[src/sts_defs.svh]
// register offsets, field positions and reset values of the status bank
// assumes inclusion by bare name from the package; the design modules use its macros without including it
`ifndef STS_DEFS_SVH
`define STS_DEFS_SVH

`define STS_ADDR_W         8
`define STS_DATA_W         8
`define STS_OFS_INT_HIGH   8'h08
`define STS_OFS_OP_STATE   8'h09
`define STS_RST_INT_HIGH   8'h50
`define STS_RST_OP_STATE   8'h41
`define STS_BIT_A_LOSS     0
`define STS_BIT_A_VIOL     1
`define STS_BIT_B_LOSS     2
`define STS_BIT_UNUSED     5
`define STS_BIT_EXT_ALARM  7
`define STS_INT_USED_MASK  8'hdf
`define STS_READ_NONE      8'h00

`endif

[src/sts_pkg.sv]
// types shared by the status register bank modules
// assumes sts_defs.svh is on the include path
package sts_pkg;
`include "sts_defs.svh"

   typedef logic [`STS_DATA_W-1:0] sts_byte_t;
   typedef logic [`STS_ADDR_W-1:0] sts_addr_t;

   // register select decoded from the port address
   typedef enum logic [1:0] {
      STS_SEL_NONE     = 2'b00,
      STS_SEL_INT_HIGH = 2'b01,
      STS_SEL_OP_STATE = 2'b11
   } sts_sel_t;
endpackage

[src/sts_latch_if.sv]
// carrier between the register bank and its sticky latch array
// assumes both ends run on the same clock
interface sts_latch_if;
   import sts_pkg::*;
   sts_byte_t set;   // event pulses, one per bit
   sts_byte_t clr;   // write-one-to-clear strobes
   sts_byte_t flag;  // latched flags

   modport bank  (output set, output clr, input flag);
   modport latch (input set, input clr, output flag);
endinterface

[src/sts_sticky_latch.sv]
// array of sticky flags: set by events, cleared by writing one
// assumes set and clr come from logic on clk_i
module sts_sticky_latch
   import sts_pkg::*;
#(
   parameter int        WIDTH     = `STS_DATA_W,
   parameter sts_byte_t RST_VAL   = `STS_RST_INT_HIGH,
   parameter sts_byte_t USED_MASK = `STS_INT_USED_MASK
) (
   input  wire logic clk_i,
   input  wire logic nrst_i,
   sts_latch_if.latch lt
);
   // one flop per bit; an event in the clear cycle keeps the bit set
   for (genvar g = 0; g < WIDTH; g++) begin : g_bit
      logic flag_ff;
      logic nxt_flag;
      always_comb begin
         nxt_flag = flag_ff;
         if (lt.clr[g]) begin
            nxt_flag = 1'b0;
         end
         if (lt.set[g]) begin
            nxt_flag = 1'b1;
         end
      end
      always_ff @(posedge clk_i) begin
         if (!nrst_i) begin
            flag_ff <= RST_VAL[g] & USED_MASK[g];
         end else begin
            flag_ff <= nxt_flag & USED_MASK[g];
         end
      end
      assign lt.flag[g] = flag_ff;
   end
endmodule // sts_sticky_latch

[src/sts_status_bank.sv]
// interrupt status (high byte) and operating state status registers
// assumes event and state inputs come from monitors on clk_i and a
// simple strobed microprocessor port: one-cycle rd/wr with address
module sts_status_bank
   import sts_pkg::*;
(
   input  wire logic       clk_i,
   input  wire logic       nrst_i,
   input  wire sts_addr_t  addr_i,
   input  wire logic       wr_i,
   input  wire logic       rd_i,
   input  wire sts_byte_t  wdata_i,
   input  wire logic       line_in_a_signal_loss_i,
   input  wire logic       line_in_a_code_violation_i,
   input  wire logic       line_in_b_signal_loss_i,
   input  wire logic [4:0] upper_events_i,
   input  wire logic       ext_sync_monitor_alarm_i,
   input  wire logic [6:0] op_state_i,
   output logic            rvalid_o,
   output sts_byte_t       rdata_o,
   output sts_byte_t       int_flags_o
);
// Operation
// - line B signal loss sets bit 2
// - line A code violation sets bit 1
// - bits stay set until one written
// - read-only state register, resets to 0x41
// - bit 7 shows live sync monitor alarm

   // address decode shared by read and write paths
   function automatic sts_sel_t decode(input sts_addr_t a);
      unique case (a)
         `STS_OFS_INT_HIGH: decode = STS_SEL_INT_HIGH;
         `STS_OFS_OP_STATE: decode = STS_SEL_OP_STATE;
         default:           decode = STS_SEL_NONE;
      endcase
   endfunction

   sts_latch_if lt ();
   sts_byte_t   op_state_ff;
   logic        rvalid_ff;
   sts_byte_t   rdata_ff;
   sts_byte_t   int_flags_ff;

   // event pulses into the sticky array
   always_comb begin
      lt.set                     = '0;
      lt.set[`STS_BIT_A_LOSS]    = line_in_a_signal_loss_i;
      lt.set[`STS_BIT_A_VIOL]    = line_in_a_code_violation_i;
      lt.set[`STS_BIT_B_LOSS]    = line_in_b_signal_loss_i;
      lt.set[7:3]                = upper_events_i;
      lt.set[`STS_BIT_UNUSED]    = 1'b0;
   end

   // write-one-to-clear; zeros and writes elsewhere do nothing
   assign lt.clr = (wr_i && decode(addr_i) == STS_SEL_INT_HIGH) ? wdata_i : '0;

   sts_sticky_latch #(
      .WIDTH     (`STS_DATA_W),
      .RST_VAL   (`STS_RST_INT_HIGH),
      .USED_MASK (`STS_INT_USED_MASK)
   ) u_latch (
      .clk_i  (clk_i),
      .nrst_i (nrst_i),
      .lt     (lt)
   );

   // operating state: sampled every cycle, alarm bit unlatched
   always_ff @(posedge clk_i) begin
      if (!nrst_i) begin
         op_state_ff <= `STS_RST_OP_STATE;
      end else begin
         op_state_ff <= {ext_sync_monitor_alarm_i, op_state_i};
      end
   end

   // read port: data one cycle after the strobe, unmapped reads zero
   always_ff @(posedge clk_i) begin
      if (!nrst_i) begin
         rvalid_ff <= 1'b0;
         rdata_ff  <= `STS_READ_NONE;
      end else begin
         rvalid_ff <= rd_i;
         if (rd_i) begin
            unique case (decode(addr_i))
               STS_SEL_INT_HIGH: rdata_ff <= lt.flag;
               STS_SEL_OP_STATE: rdata_ff <= op_state_ff;
               STS_SEL_NONE:     rdata_ff <= `STS_READ_NONE;
            endcase
         end
      end
   end

   // mirror of the latched flags for neighbouring logic
   always_ff @(posedge clk_i) begin
      if (!nrst_i) begin
         int_flags_ff <= `STS_RST_INT_HIGH;
      end else begin
         int_flags_ff <= lt.flag;
      end
   end

   assign rvalid_o    = rvalid_ff;
   assign rdata_o     = rdata_ff;
   assign int_flags_o = int_flags_ff;
endmodule // sts_status_bank

[config.mk]
export PLATFORM = sky130hd
export DESIGN_NAME = sts_status_bank
export DESIGN_NICKNAME = d
export VERILOG_FILES = /design/src/sts_pkg.sv /design/src/sts_latch_if.sv /design/src/sts_sticky_latch.sv /design/src/sts_status_bank.sv
export VERILOG_INCLUDE_DIRS = /design/src
export SDC_FILE = /design/constraint.sdc
export NUM_CORES = 1
export LEC_CHECK = 0
export ABC_AREA = 1
export BUFFER_PORTS_ARGS = -buffer_cell sky130_fd_sc_hd__buf_2
export CAP_MARGIN = 10
export CORE_MARGIN = 4
export CORE_UTILIZATION = 35
export DETAILED_ROUTE_END_ITERATION = 16
export SETUP_SLACK_MARGIN = 0.3
export SLEW_MARGIN = 10
export SYNTH_ARGS = -nofsm -noshare
export SYNTH_HDL_FRONTEND = slang
export SYNTH_SLANG_ARGS = --single-unit
[constraint.sdc]
create_clock -name clk_i -period 1.17 [get_ports clk_i]
set_clock_uncertainty 0.2 [all_clocks]
set_input_delay 0 -clock clk_i [delete_from_list [all_inputs] [get_ports clk_i]]
set_output_delay 0 -clock clk_i [all_outputs]
set_load 0.02 [all_outputs]
==> impl_table.tex, run 1 <==
\begin{tabular}{lr}
\hline
Metric & Value \\
\hline
\multicolumn{2}{l}{\textbf{Drt}} \\
Final WL & 3160 um \\
Detailed Route Iter0 Violations & 52 \\
Average via count per standard cell & 4.36 \\
Antenna Violating Nets Remaining & 0 \\
Detailed-route wire length per cell & 11.0 um \\
Number of detailed-route iterations in the first pass & 4 \\
Via count of the routed design & 1251 \\
\# DRC & 0 \\
\multicolumn{2}{l}{\textbf{Worst setup path}} \\
Endpoint of the worst-slack reg-to-reg timing path & rdata\_o[7]\$\_SDFFE\_PN0P\_ \\
Required time of the worst setup path & 0.97 ns \\
End of the critical path & rdata\_o[5] \\
Crit path max fanout & 2 \\
Buf+Inv Stages, Crit Path & 1 \\
Critical path data arrival time & 0.81 ns \\
RR Startpoint & u\_latch.g\_bit[7].flag\_ff\$\_SDFFE\_PN0P\_ \\
Critical-path cell with the highest stage delay & sky130\_fd\_sc\_hd\_\_dfxtp\_2 \\
CP Launch Type & register \\
Setup CP Type & reg -> out \\
Critical path startpoint & rdata\_o[5]\$\_SDFFE\_PN0P\_ \\
Reg2Reg Depth & 4 \\
Cell family with most CP delay & flip-flops \\
Critical Path Sink Type & primary output \\
Largest stage delay, worst path & 0.36 ns \\
Critical path, cell by cell & buf\_6 \\
Worst-case register-to-register setup slack & 0.30 ns \\
Total number of cells along the worst setup path & 1 \\
\multicolumn{2}{l}{\textbf{Power and ir drop}} \\
IR Drop Worst-Case VDD & 0.602 mV \\
Total power density per cell area & 1020 mW/mm\^{}2 \\
Leakage power figure & 1.12 nW \\
Total design power & 2.17 mW \\
\multicolumn{2}{l}{\textbf{Run status}} \\
Failing checks & hold timing \\
Result of the run & finished with violations \\
\multicolumn{2}{l}{\textbf{Yosys}} \\
Share of synthesized registers carrying an async set or reset & 0\% \\
Sequential share of the synthesized area & 48.9\% \\
Number of enable flip-flop cells after synthesis & 0 \\
Ys Warns & 0 \\
Top FF cell, synth & sky130\_fd\_sc\_hd\_\_dfxtp\_1 \\
Gate Count Post-Synth & 166 \\
Most common library cells after synthesis & 46 x sky130\_fd\_sc\_hd\_\_nand2\_1, 31 x sky130\_fd\_sc\_hd\_\_dfxtp\_1, 22 x sky130\_fd\_sc\_hd\_\_nand3\_1 \\
Dominant combinational cell family by area after synthesis & simple AND/OR/NAND/NOR gates \\
Number of different library cells in the post-synthesis netlist & 17 \\
Share of Yosys cell area claimed by the top area cell type & 48.9\% \\
Avg Cell Area, Syn & 7.64 sq um \\
Synth Area in XOR/XNOR & 0\% \\
Adder-cell share of the synthesized area & 0\% \\
Nets in the synthesized netlist & 202 \\
Flop and latch count out of synthesis & 31 \\
Library cell with the highest instance count after synthesis & sky130\_fd\_sc\_hd\_\_nand2\_1 \\
Yosys top cell by area & sky130\_fd\_sc\_hd\_\_dfxtp\_1 \\
Area share of and/or/nand/nor cells after synthesis & 38.3\% \\
Leading cell types by total area after synthesis & sky130\_fd\_sc\_hd\_\_dfxtp\_1 49\%, sky130\_fd\_sc\_hd\_\_nand2\_1 14\%, sky130\_fd\_sc\_hd\_\_nand3\_1 8.7\%, sky130\_fd\_sc\_hd\_\_inv\_1 5.3\%, sky130\_fd\_sc\_hd\_\_nor2\_8 4.7\% \\
Multiplexer area fraction after synthesis & 0\% \\
Cell area after technology mapping & 0.00127 sq mm \\
Share of the synthesized area in compound gates (AO/OA/AOI/OAI) & 0.789\% \\
\multicolumn{2}{l}{\textbf{CTS}} \\
Hold Buf Count CTS & 22 \\
Root buf cell & sky130\_fd\_sc\_hd\_\_clkbuf\_4 \\
Clock latency on the worst-skew pair & 0.33 ns \\
TritonCTS Buffers & 5 \\
Post-CTS repair timing setup buffer count & 0 \\
Register clock-pin slew on the reported worst setup and hold paths & 0.10 ns \\
Clock tree from TritonCTS & yes \\
Clock tree buffer depth & 2 \\
H-tree lvl count & 2 \\
Sinks on the clock net & 31 \\
\multicolumn{2}{l}{\textbf{Placement}} \\
Detailed placement HPWL & 2020 um \\
IO Port Bufs & 49 \\
Cell Area, Placed & 0.00164 sq mm \\
Final RePlAce weighted congestion & 0.671 \\
\multicolumn{2}{l}{\textbf{Timing}} \\
Worst Hold Margin & -0.199 ns \\
Final Cycle Share & 86.3\% \\
Number of max-slew violations in the final report & 0 \\
Final setup vio count & 0 \\
Setup\_tns & 0 ns \\
Shortest clock period the worst path allows after layout & 1.01 ns \\
Top achievable clock speed & 991 MHz \\
Unrepaired setup endpoints after global routing & yes \\
Count of endpoints failing hold in the final timing report & 27 \\
\multicolumn{2}{l}{\textbf{Floorplan}} \\
Die W & 68.2 um \\
Total number of placement rows & 21 \\
Die Outline Area & 0.00465 sq mm \\
Standard cell core area & 0.00342 sq mm \\
I/O Pins & 53 \\
Chip Height & 68.2 um \\
Starting density of the core & 37.1\% \\
\multicolumn{2}{l}{\textbf{Final layout}} \\
Final instance area & 0.00213 sq mm \\
Area added between synthesis and finish & 67.6\% \\
Post-layout util & 62.2\% \\
Antenna cells & 0 \\
Number of nets in the layout & 276 \\
Proportion of layout cells with a drive suffix above 1 & 51.9\% \\
\multicolumn{2}{l}{\textbf{Global route}} \\
First-pass GRT wire length & 5270 um \\
Via count of the first global-routing pass & 1226 \\
Global route total overflow & 0 \\
Number of antenna violations at the first check in global routing & 0 \\
Pin count of the biggest net entering global routing & 18 \\
Global router's overall resource usage & 15.3\% \\
\multicolumn{2}{l}{\textbf{Flow run}} \\
Total of max-cap violations & 0 \\
\multicolumn{2}{l}{\textbf{Worst hold path}} \\
Worst min-delay path class & in -> reg \\
\hline
\end{tabular}
[per-stage QoR]
| stage | hold slack [ns] | instances | worst slack, ns |
|---|---|---|---|
| floorplan | -0.102 | 166 | 0.279 |
| global placement | -0.0191 | 257 | 0.0610 |
| detailed placement | -0.0136 | 257 | 0.0470 |
| CTS | -0.199 | 287 | 0.159 |
| global route | -0.193 | 287 | 0.122 |
| finish | -0.199 | 287 | 0.161 |
[report_power, final]
part / leakage, nW / internal (mW) / switching (mW)
combinational: 0.830 / 0.206 / 0.198
sequential: 0.260 / 1.12 / 0.0323
clock: 0.0282 / 0.232 / 0.380
total: 1.12 / 1.56 / 0.610
[layer usage]
layer  vias up  global-route usage [%]  wire length [um]
met4         0                    5.96                44
met1       570                    15.8              1270
met5         -                       0                 0
li1        639                       -                 -
met3         6                    4.43               175
met2        36                    28.6              1670
[cell families after synthesis]
logic type	count (synthesis)
buf+inv	35
flops	31
simple gates	97
compound gates	2
other cells	1
[area by class of cell]
| type | count | area [sq um] |
|---|---|---|
| clock buffer | 6 | 41.3 |
| clock inverter | 2 | 12.5 |
| fill | 307 | 1290 |
| inverter | 28 | 146 |
| multi-input combinational | 100 | 606 |
| sequential | 31 | 649 |
| tap | 46 | 57.6 |
| timing repair buffer | 74 | 613 |
[tightest hold or removal path, cell delays in order]
cell                      delay (ns)
sky130_fd_sc_hd__buf_2          0.18
sky130_fd_sc_hd__nand2_1        0.08
sky130_fd_sc_hd__inv_1          0.03
[cells in the final DEF, fill, tap and decap left out]
| master | n |
|---|---|
| sky130_fd_sc_hd__nor2_8 | 3 |
| sky130_fd_sc_hd__conb_1 | 1 |
| sky130_fd_sc_hd__dfxtp_1 | 8 |
| sky130_fd_sc_hd__or2_1 | 4 |
| sky130_fd_sc_hd__clkinv_2 | 1 |
| sky130_fd_sc_hd__inv_6 | 2 |
| sky130_fd_sc_hd__nand2_2 | 4 |
| sky130_fd_sc_hd__nand2_4 | 4 |
| sky130_fd_sc_hd__clkinvlp_4 | 1 |
| sky130_fd_sc_hd__nor2_4 | 1 |
| sky130_fd_sc_hd__buf_2 | 33 |
| sky130_fd_sc_hd__nand2_1 | 42 |
| sky130_fd_sc_hd__inv_1 | 14 |
| sky130_fd_sc_hd__nand3_2 | 15 |
| sky130_fd_sc_hd__buf_6 | 16 |
| sky130_fd_sc_hd__inv_8 | 2 |
| sky130_fd_sc_hd__clkbuf_4 | 5 |
| sky130_fd_sc_hd__nor2_2 | 1 |
| sky130_fd_sc_hd__dfxtp_2 | 23 |
| sky130_fd_sc_hd__buf_4 | 1 |
| sky130_fd_sc_hd__inv_2 | 9 |
| sky130_fd_sc_hd__buf_12 | 2 |
| sky130_fd_sc_hd__inv_16 | 1 |
| sky130_fd_sc_hd__a21oi_1 | 1 |
| sky130_fd_sc_hd__clkbuf_1 | 1 |
| sky130_fd_sc_hd__nand3_1 | 7 |
| sky130_fd_sc_hd__nand2_8 | 1 |
| sky130_fd_sc_hd__o21ai_1 | 1 |
| sky130_fd_sc_hd__dlygate4sd3_1 | 22 |
| sky130_fd_sc_hd__nor2_1 | 15 |
[state kept, by name (all words and copies together), names as in the netlist]
| name | cells |
|---|---|
| int_flags_o | 7 |
| op_state_ff | 8 |
| rdata_o | 8 |
| rvalid_o | 1 |
| u_latch.g_bit.flag_ff | 7 |
[how the worst min path moves through the flow]
| stage | startpoint | to | slack [ns] | cells past startpoint |
|---|---|---|---|---|
| CTS | nrst_i | op_state_ff[4]$_SDFF_PN0_ | -0.20 | 3 |
| global route | nrst_i | int_flags_o[7]$_SDFF_PN0_ | -0.19 | 3 |
| floorplan | op_state_i[1] | op_state_ff[1]$_SDFF_PN0_ | -0.10 | 2 |
| finish | nrst_i | op_state_ff[4]$_SDFF_PN0_ | -0.20 | 3 |
| global placement | op_state_i[5] | op_state_ff[5]$_SDFF_PN0_ | -0.02 | 3 |
| detailed placement | op_state_i[5] | op_state_ff[5]$_SDFF_PN0_ | -0.01 | 3 |
[timing repair]
item,4_1_cts,5_1_grt
cloned,0,0
hold endpoints to repair,29,27
resized for setup,61,7
endpoints found under the setup margin,23,26
pin swaps,14,5
(Power assumes the default switching activity.)
==> run 2: changes to the inputs <==
MAX_ROUTING_LAYER = met4   (was default)
==> impl_table.tex, run 2 (same netlist as run 1, synthesis figures left out) <==
\begin{tabular}{lr}
\hline
Metric & Value \\
\hline
\multicolumn{2}{l}{\textbf{Final layout}} \\
Top library cells by usage in the layout, fill and taps aside & 42 x sky130\_fd\_sc\_hd\_\_nand2\_1, 33 x sky130\_fd\_sc\_hd\_\_buf\_2, 23 x sky130\_fd\_sc\_hd\_\_dfxtp\_2 \\
Proportion of layout cells with a drive suffix above 1 & 51.9\% \\
Number of nets in the layout & 276 \\
Area added between synthesis and finish & 67.6\% \\
Final instance area & 0.00213 sq mm \\
Commonest non-fill, non-tap cell in the layout & sky130\_fd\_sc\_hd\_\_nand2\_1 \\
Layout fillers & 307 \\
Antenna cells & 0 \\
\multicolumn{2}{l}{\textbf{Drt}} \\
\# DRC & 0 \\
Detailed Route Iter0 Violations & 57 \\
Number of detailed-route iterations in the first pass & 4 \\
Antenna Violating Nets Remaining & 0 \\
Via count of the routed design & 1238 \\
Average via count per standard cell & 4.31 \\
Detailed-route wire length per cell & 11.0 um \\
Final WL & 3160 um \\
\multicolumn{2}{l}{\textbf{Floorplan}} \\
Total number of placement rows & 21 \\
Standard cell core area & 0.00342 sq mm \\
I/O Pins & 53 \\
Chip Height & 68.2 um \\
Die W & 68.2 um \\
Die Outline Area & 0.00465 sq mm \\
Starting density of the core & 37.1\% \\
\multicolumn{2}{l}{\textbf{Placement}} \\
IO Port Bufs & 49 \\
Final RePlAce weighted congestion & 0.678 \\
Detailed placement HPWL & 2020 um \\
Cell Area, Placed & 0.00164 sq mm \\
\multicolumn{2}{l}{\textbf{Run status}} \\
Failing checks & hold timing \\
Result of the run & finished with violations \\
\multicolumn{2}{l}{\textbf{CTS}} \\
Sinks on the clock net & 31 \\
Clock latency on the worst-skew pair & 0.32 ns \\
H-tree lvl count & 2 \\
Clock tree from TritonCTS & yes \\
Register clock-pin slew on the reported worst setup and hold paths & 0.10 ns \\
TritonCTS Buffers & 5 \\
Hold Buf Count CTS & 22 \\
Root buf cell & sky130\_fd\_sc\_hd\_\_clkbuf\_4 \\
Clock tree buffer depth & 2 \\
\multicolumn{2}{l}{\textbf{Worst setup path}} \\
Cell family with most CP delay & flip-flops \\
Critical path, cell by cell & buf\_6 \\
Total number of cells along the worst setup path & 1 \\
Reg2Reg Depth & 4 \\
Critical-path cell with the highest stage delay & sky130\_fd\_sc\_hd\_\_dfxtp\_2 \\
Buf+Inv Stages, Crit Path & 1 \\
Setup CP Type & reg -> out \\
Crit path max fanout & 2 \\
End of the critical path & rdata\_o[5] \\
Critical path data arrival time & 0.81 ns \\
Critical Path Sink Type & primary output \\
Endpoint of the worst-slack reg-to-reg timing path & rdata\_o[7]\$\_SDFFE\_PN0P\_ \\
Critical path startpoint & rdata\_o[5]\$\_SDFFE\_PN0P\_ \\
CP Launch Type & register \\
Required time of the worst setup path & 0.97 ns \\
Largest stage delay, worst path & 0.36 ns \\
Worst-case register-to-register setup slack & 0.29 ns \\
RR Startpoint & u\_latch.g\_bit[7].flag\_ff\$\_SDFFE\_PN0P\_ \\
\multicolumn{2}{l}{\textbf{Global route}} \\
Pin count of the biggest net entering global routing & 18 \\
Global route total overflow & 0 \\
Number of antenna violations at the first check in global routing & 0 \\
First-pass GRT wire length & 5270 um \\
Via count of the first global-routing pass & 1224 \\
Global router's overall resource usage & 15.8\% \\
\multicolumn{2}{l}{\textbf{Flow run}} \\
Total of max-cap violations & 0 \\
\multicolumn{2}{l}{\textbf{Timing}} \\
Number of max-slew violations in the final report & 0 \\
Shortest clock period the worst path allows after layout & 1.01 ns \\
Worst Hold Margin & -0.194 ns \\
Setup\_tns & 0 ns \\
Final setup vio count & 0 \\
Unrepaired setup endpoints after global routing & yes \\
Final Cycle Share & 86.2\% \\
Count of endpoints failing hold in the final timing report & 27 \\
Top achievable clock speed & 991 MHz \\
\multicolumn{2}{l}{\textbf{Power and ir drop}} \\
Total design power & 2.17 mW \\
Leakage power figure & 1.12 nW \\
Total power density per cell area & 1020 mW/mm\^{}2 \\
IR Drop Worst-Case VDD & 0.605 mV \\
\multicolumn{2}{l}{\textbf{Worst hold path}} \\
Worst min-delay path class & in -> reg \\
\hline
\end{tabular}
==> run 2: metal layers <==
layer	vias to the layer above	share of wire [%]	GRT usage, %
met3	6	4.7	4.11
met4	0	1.4	5.96
met2	33	53	28.6
met5	-	0	-
met1	560	41	16.1
li1	639	-	-
==> run 2: per-stage QoR <==
stage	setup WS [ns]	std cells	utilization, %
floorplan	0.279	166	-
global placement	0.0610	257	48.1
detailed placement	0.0470	257	48.1
CTS	0.159	287	61.6
global route	0.122	287	62.2
finish	0.161	287	62.2
==> run 2: final cells by class <==
cell class	count	area, sq um	share of cell area [%]
Clock buffer	6	41.3	1.94
Clock inverter	2	12.5	0.589
Inverter	28	146	6.89
Multi-Input combinational cell	100	606	28.5
Sequential cell	31	649	30.5
Tap cell	46	57.6	2.71
Timing Repair Buffer	74	613	28.8
==> run 2: repair_timing <==
item | CTS | global route
gates cloned | 0 | 0
endpoints found under the setup margin | 23 | 26
setup buffers | 0 | 0
gates resized for setup | 61 | 7
pin swaps | 14 | 5
endpoints found under the hold margin | 29 | 27
==> run 2: report_power, final <==
group          internal [mW]  leakage (nW)  total, mW  switching [mW]
combinational          0.206         0.830      0.405           0.198
clock                  0.232        0.0282      0.611           0.379
sequential              1.12         0.260       1.15          0.0324
total                   1.56          1.12       2.17           0.610
==> run 2: how the worst min path moves through the flow <==
stage	from	to	depth (start not counted)
floorplan	op_state_i[1]	op_state_ff[1]$_SDFF_PN0_	2
global placement	op_state_i[5]	op_state_ff[5]$_SDFF_PN0_	3
detailed placement	op_state_i[5]	op_state_ff[5]$_SDFF_PN0_	3
CTS	nrst_i	op_state_ff[4]$_SDFF_PN0_	3
global route	nrst_i	int_flags_o[7]$_SDFF_PN0_	3
finish	nrst_i	int_flags_o[7]$_SDFF_PN0_	3
==> run 3: changes to the inputs <==
--- a/config.mk
+++ b/config.mk
@@ -19,2 +19,3 @@
 export SYNTH_HDL_FRONTEND = slang
+export SYNTH_HIERARCHICAL = 1
 export SYNTH_SLANG_ARGS = --single-unit
==> constraint.sdc (replaced) <==
create_clock -name clk_i -period 1.17 [get_ports clk_i]
set_clock_uncertainty 0.2 [all_clocks]
set_input_delay 0.0585 -clock clk_i [delete_from_list [all_inputs] [get_ports clk_i]]
set_output_delay 0.0585 -clock clk_i [all_outputs]
set_load 0.02 [all_outputs]
==> impl_table.tex, run 3 <==
\begin{tabular}{lr}
\hline
Metric & Value \\
\hline
\multicolumn{2}{l}{\textbf{Run status}} \\
Result of the run & finished with violations \\
Failing checks & hold timing \\
\multicolumn{2}{l}{\textbf{Yosys}} \\
Nets in the synthesized netlist & 226 \\
Avg Cell Area, Syn & 7.82 sq um \\
Cell area after technology mapping & 0.00149 sq mm \\
Ys Warns & 6 \\
Gate Count Post-Synth & 190 \\
\multicolumn{2}{l}{\textbf{Global route}} \\
Met3 Track Usage GR & 3.31\% \\
Global router's overall resource usage & 13.4\% \\
Global routing's busiest layer & met2 \\
Met1 GRT Util & 16.4\% \\
Global route total overflow & 0 \\
Number of antenna violations at the first check in global routing & 0 \\
First-pass GRT wire length & 5330 um \\
Via count of the first global-routing pass & 1225 \\
Fraction of met2 tracks used by global routing & 20.7\% \\
Pin count of the biggest net entering global routing & 18 \\
\multicolumn{2}{l}{\textbf{Placement}} \\
Instance count after placement with tap cells included & 282 \\
Detailed placement HPWL & 2210 um \\
Final RePlAce weighted congestion & 0.725 \\
IO Port Bufs & 50 \\
\multicolumn{2}{l}{\textbf{Worst setup path}} \\
Reg2Reg Depth & 4 \\
Total number of cells along the worst setup path & 1 \\
Crit path max fanout & 2 \\
Critical path startpoint & rdata\_o[3]\$\_SDFFE\_PN0P\_ \\
Largest stage delay, worst path & 0.34 ns \\
Critical-path cell with the highest stage delay & sky130\_fd\_sc\_hd\_\_dfxtp\_2 \\
Critical path, cell by cell & buf\_6 \\
End of the critical path & rdata\_o[3] \\
Buf+Inv Stages, Crit Path & 1 \\
Critical path data arrival time & 0.73 ns \\
CP Launch Type & register \\
Required time of the worst setup path & 0.91 ns \\
Setup CP Type & reg -> out \\
Critical Path Sink Type & primary output \\
Endpoint of the worst-slack reg-to-reg timing path & rdata\_o[2]\$\_SDFFE\_PN0P\_ \\
RR Startpoint & rdata\_o[2]\$\_SDFFE\_PN0P\_ \\
Worst-case register-to-register setup slack & 0.29 ns \\
Cell family with most CP delay & flip-flops \\
\multicolumn{2}{l}{\textbf{Timing}} \\
Number of max-slew violations in the final report & 0 \\
Setup\_tns & 0 ns \\
Shortest clock period the worst path allows after layout & 0.986 ns \\
Final Cycle Share & 84.3\% \\
Worst Hold Margin & -0.243 ns \\
Unrepaired setup endpoints after global routing & yes \\
Count of endpoints failing hold in the final timing report & 13 \\
Final setup vio count & 0 \\
Top achievable clock speed & 1010 MHz \\
\multicolumn{2}{l}{\textbf{Floorplan}} \\
I/O Pins & 53 \\
Total number of placement rows & 23 \\
Standard cell core area & 0.00406 sq mm \\
Starting density of the core & 36.6\% \\
Die W & 73.1 um \\
Die Outline Area & 0.00535 sq mm \\
Chip Height & 73.1 um \\
\multicolumn{2}{l}{\textbf{CTS}} \\
H-tree lvl count & 2 \\
Clock tree buffer depth & 2 \\
Sinks on the clock net & 32 \\
Root buf cell & sky130\_fd\_sc\_hd\_\_clkbuf\_8 \\
Clock tree from TritonCTS & yes \\
Register clock-pin slew on the reported worst setup and hold paths & 0.06 ns \\
TritonCTS Buffers & 5 \\
Clock latency on the worst-skew pair & 0.28 ns \\
Hold Buf Count CTS & 11 \\
\multicolumn{2}{l}{\textbf{Final layout}} \\
Area added between synthesis and finish & 54.3\% \\
Layout fillers & 387 \\
Number of nets in the layout & 287 \\
Proportion of layout cells with a drive suffix above 1 & 54.4\% \\
Non-filler cells, final & 302 \\
Top library cells by usage in the layout, fill and taps aside & 40 x sky130\_fd\_sc\_hd\_\_inv\_1, 27 x sky130\_fd\_sc\_hd\_\_nand2\_1, 27 x sky130\_fd\_sc\_hd\_\_buf\_2 \\
Antenna cells & 0 \\
Commonest non-fill, non-tap cell in the layout & sky130\_fd\_sc\_hd\_\_inv\_1 \\
\multicolumn{2}{l}{\textbf{Drt}} \\
Number of detailed-route iterations in the first pass & 4 \\
Average via count per standard cell & 4.11 \\
Antenna Violating Nets Remaining & 0 \\
\# DRC & 0 \\
Detailed-route wire length per cell & 10.3 um \\
Final WL & 3110 um \\
Detailed Route Iter0 Violations & 34 \\
Via count of the routed design & 1240 \\
\multicolumn{2}{l}{\textbf{Power and ir drop}} \\
IR Drop Worst-Case VDD & 0.738 mV \\
Total design power & 2.44 mW \\
Total power density per cell area & 1060 mW/mm\^{}2 \\
Leakage power figure & 1.22 nW \\
\multicolumn{2}{l}{\textbf{Flow run}} \\
Total of max-cap violations & 0 \\
\multicolumn{2}{l}{\textbf{Worst hold path}} \\
Hold-critical path depth & 2 \\
Worst min-delay path class & in -> reg \\
\hline
\end{tabular}
-- run 3: timing repair --
action	CTS	global route
hold endpoints to repair	16	12
pin swaps	18	16
resized for setup	74	12
setup buffers	1	0
setup endpoints to repair	27	30
-- run 3: metrics by stage --
step | util (%) | worst slack, ns | instance area, sq um
6_report | 56.5 | 0.184 | 2290
5_1_grt | 56.5 | 0.157 | 2290
4_1_cts | 55.4 | 0.178 | 2250
3_5_place_dp | 44.9 | -0.0349 | 1820
3_3_place_gp | 44.9 | -0.0225 | 1820
2_1_floorplan | - | 0.161 | 1600
-- run 3: per-layer routing --
metal / vias up / part of all wire (%)
met3: 4 / 5.6
met1: 537 / 46
li1: 663 / -
met5: - / 0
met2: 36 / 47
met4: 0 / 1.4
-- run 3: where the power goes --
group	total, mW	switching (mW)	internal [mW]
Sequential	1.18	0.0337	1.15
Clock	0.850	0.371	0.479
Combinational	0.405	0.203	0.203
Total	2.44	0.608	1.83
-- run 3: area by class of cell --
type | count | area [sq um] | share of cell area [%]
inverters | 49 | 243 | 10.6
flip-flops and latches | 32 | 674 | 29.4
multi-input cells | 96 | 666 | 29.0
clock buffers | 8 | 90.1 | 3.93
well taps | 50 | 62.6 | 2.73
repair buffers | 67 | 557 | 24.3
-- run 3: how the worst min path moves through the flow --
stage                        from                   endpoint
floorplan                  nrst_i  int_flags_o[0]$_SDFF_PN0_
global placement    op_state_i[6]  op_state_ff[6]$_SDFF_PN1_
detailed placement  op_state_i[6]  op_state_ff[6]$_SDFF_PN1_
CTS                 op_state_i[0]  op_state_ff[0]$_SDFF_PN1_
global route        op_state_i[0]  op_state_ff[0]$_SDFF_PN1_
finish              op_state_i[0]  op_state_ff[0]$_SDFF_PN1_
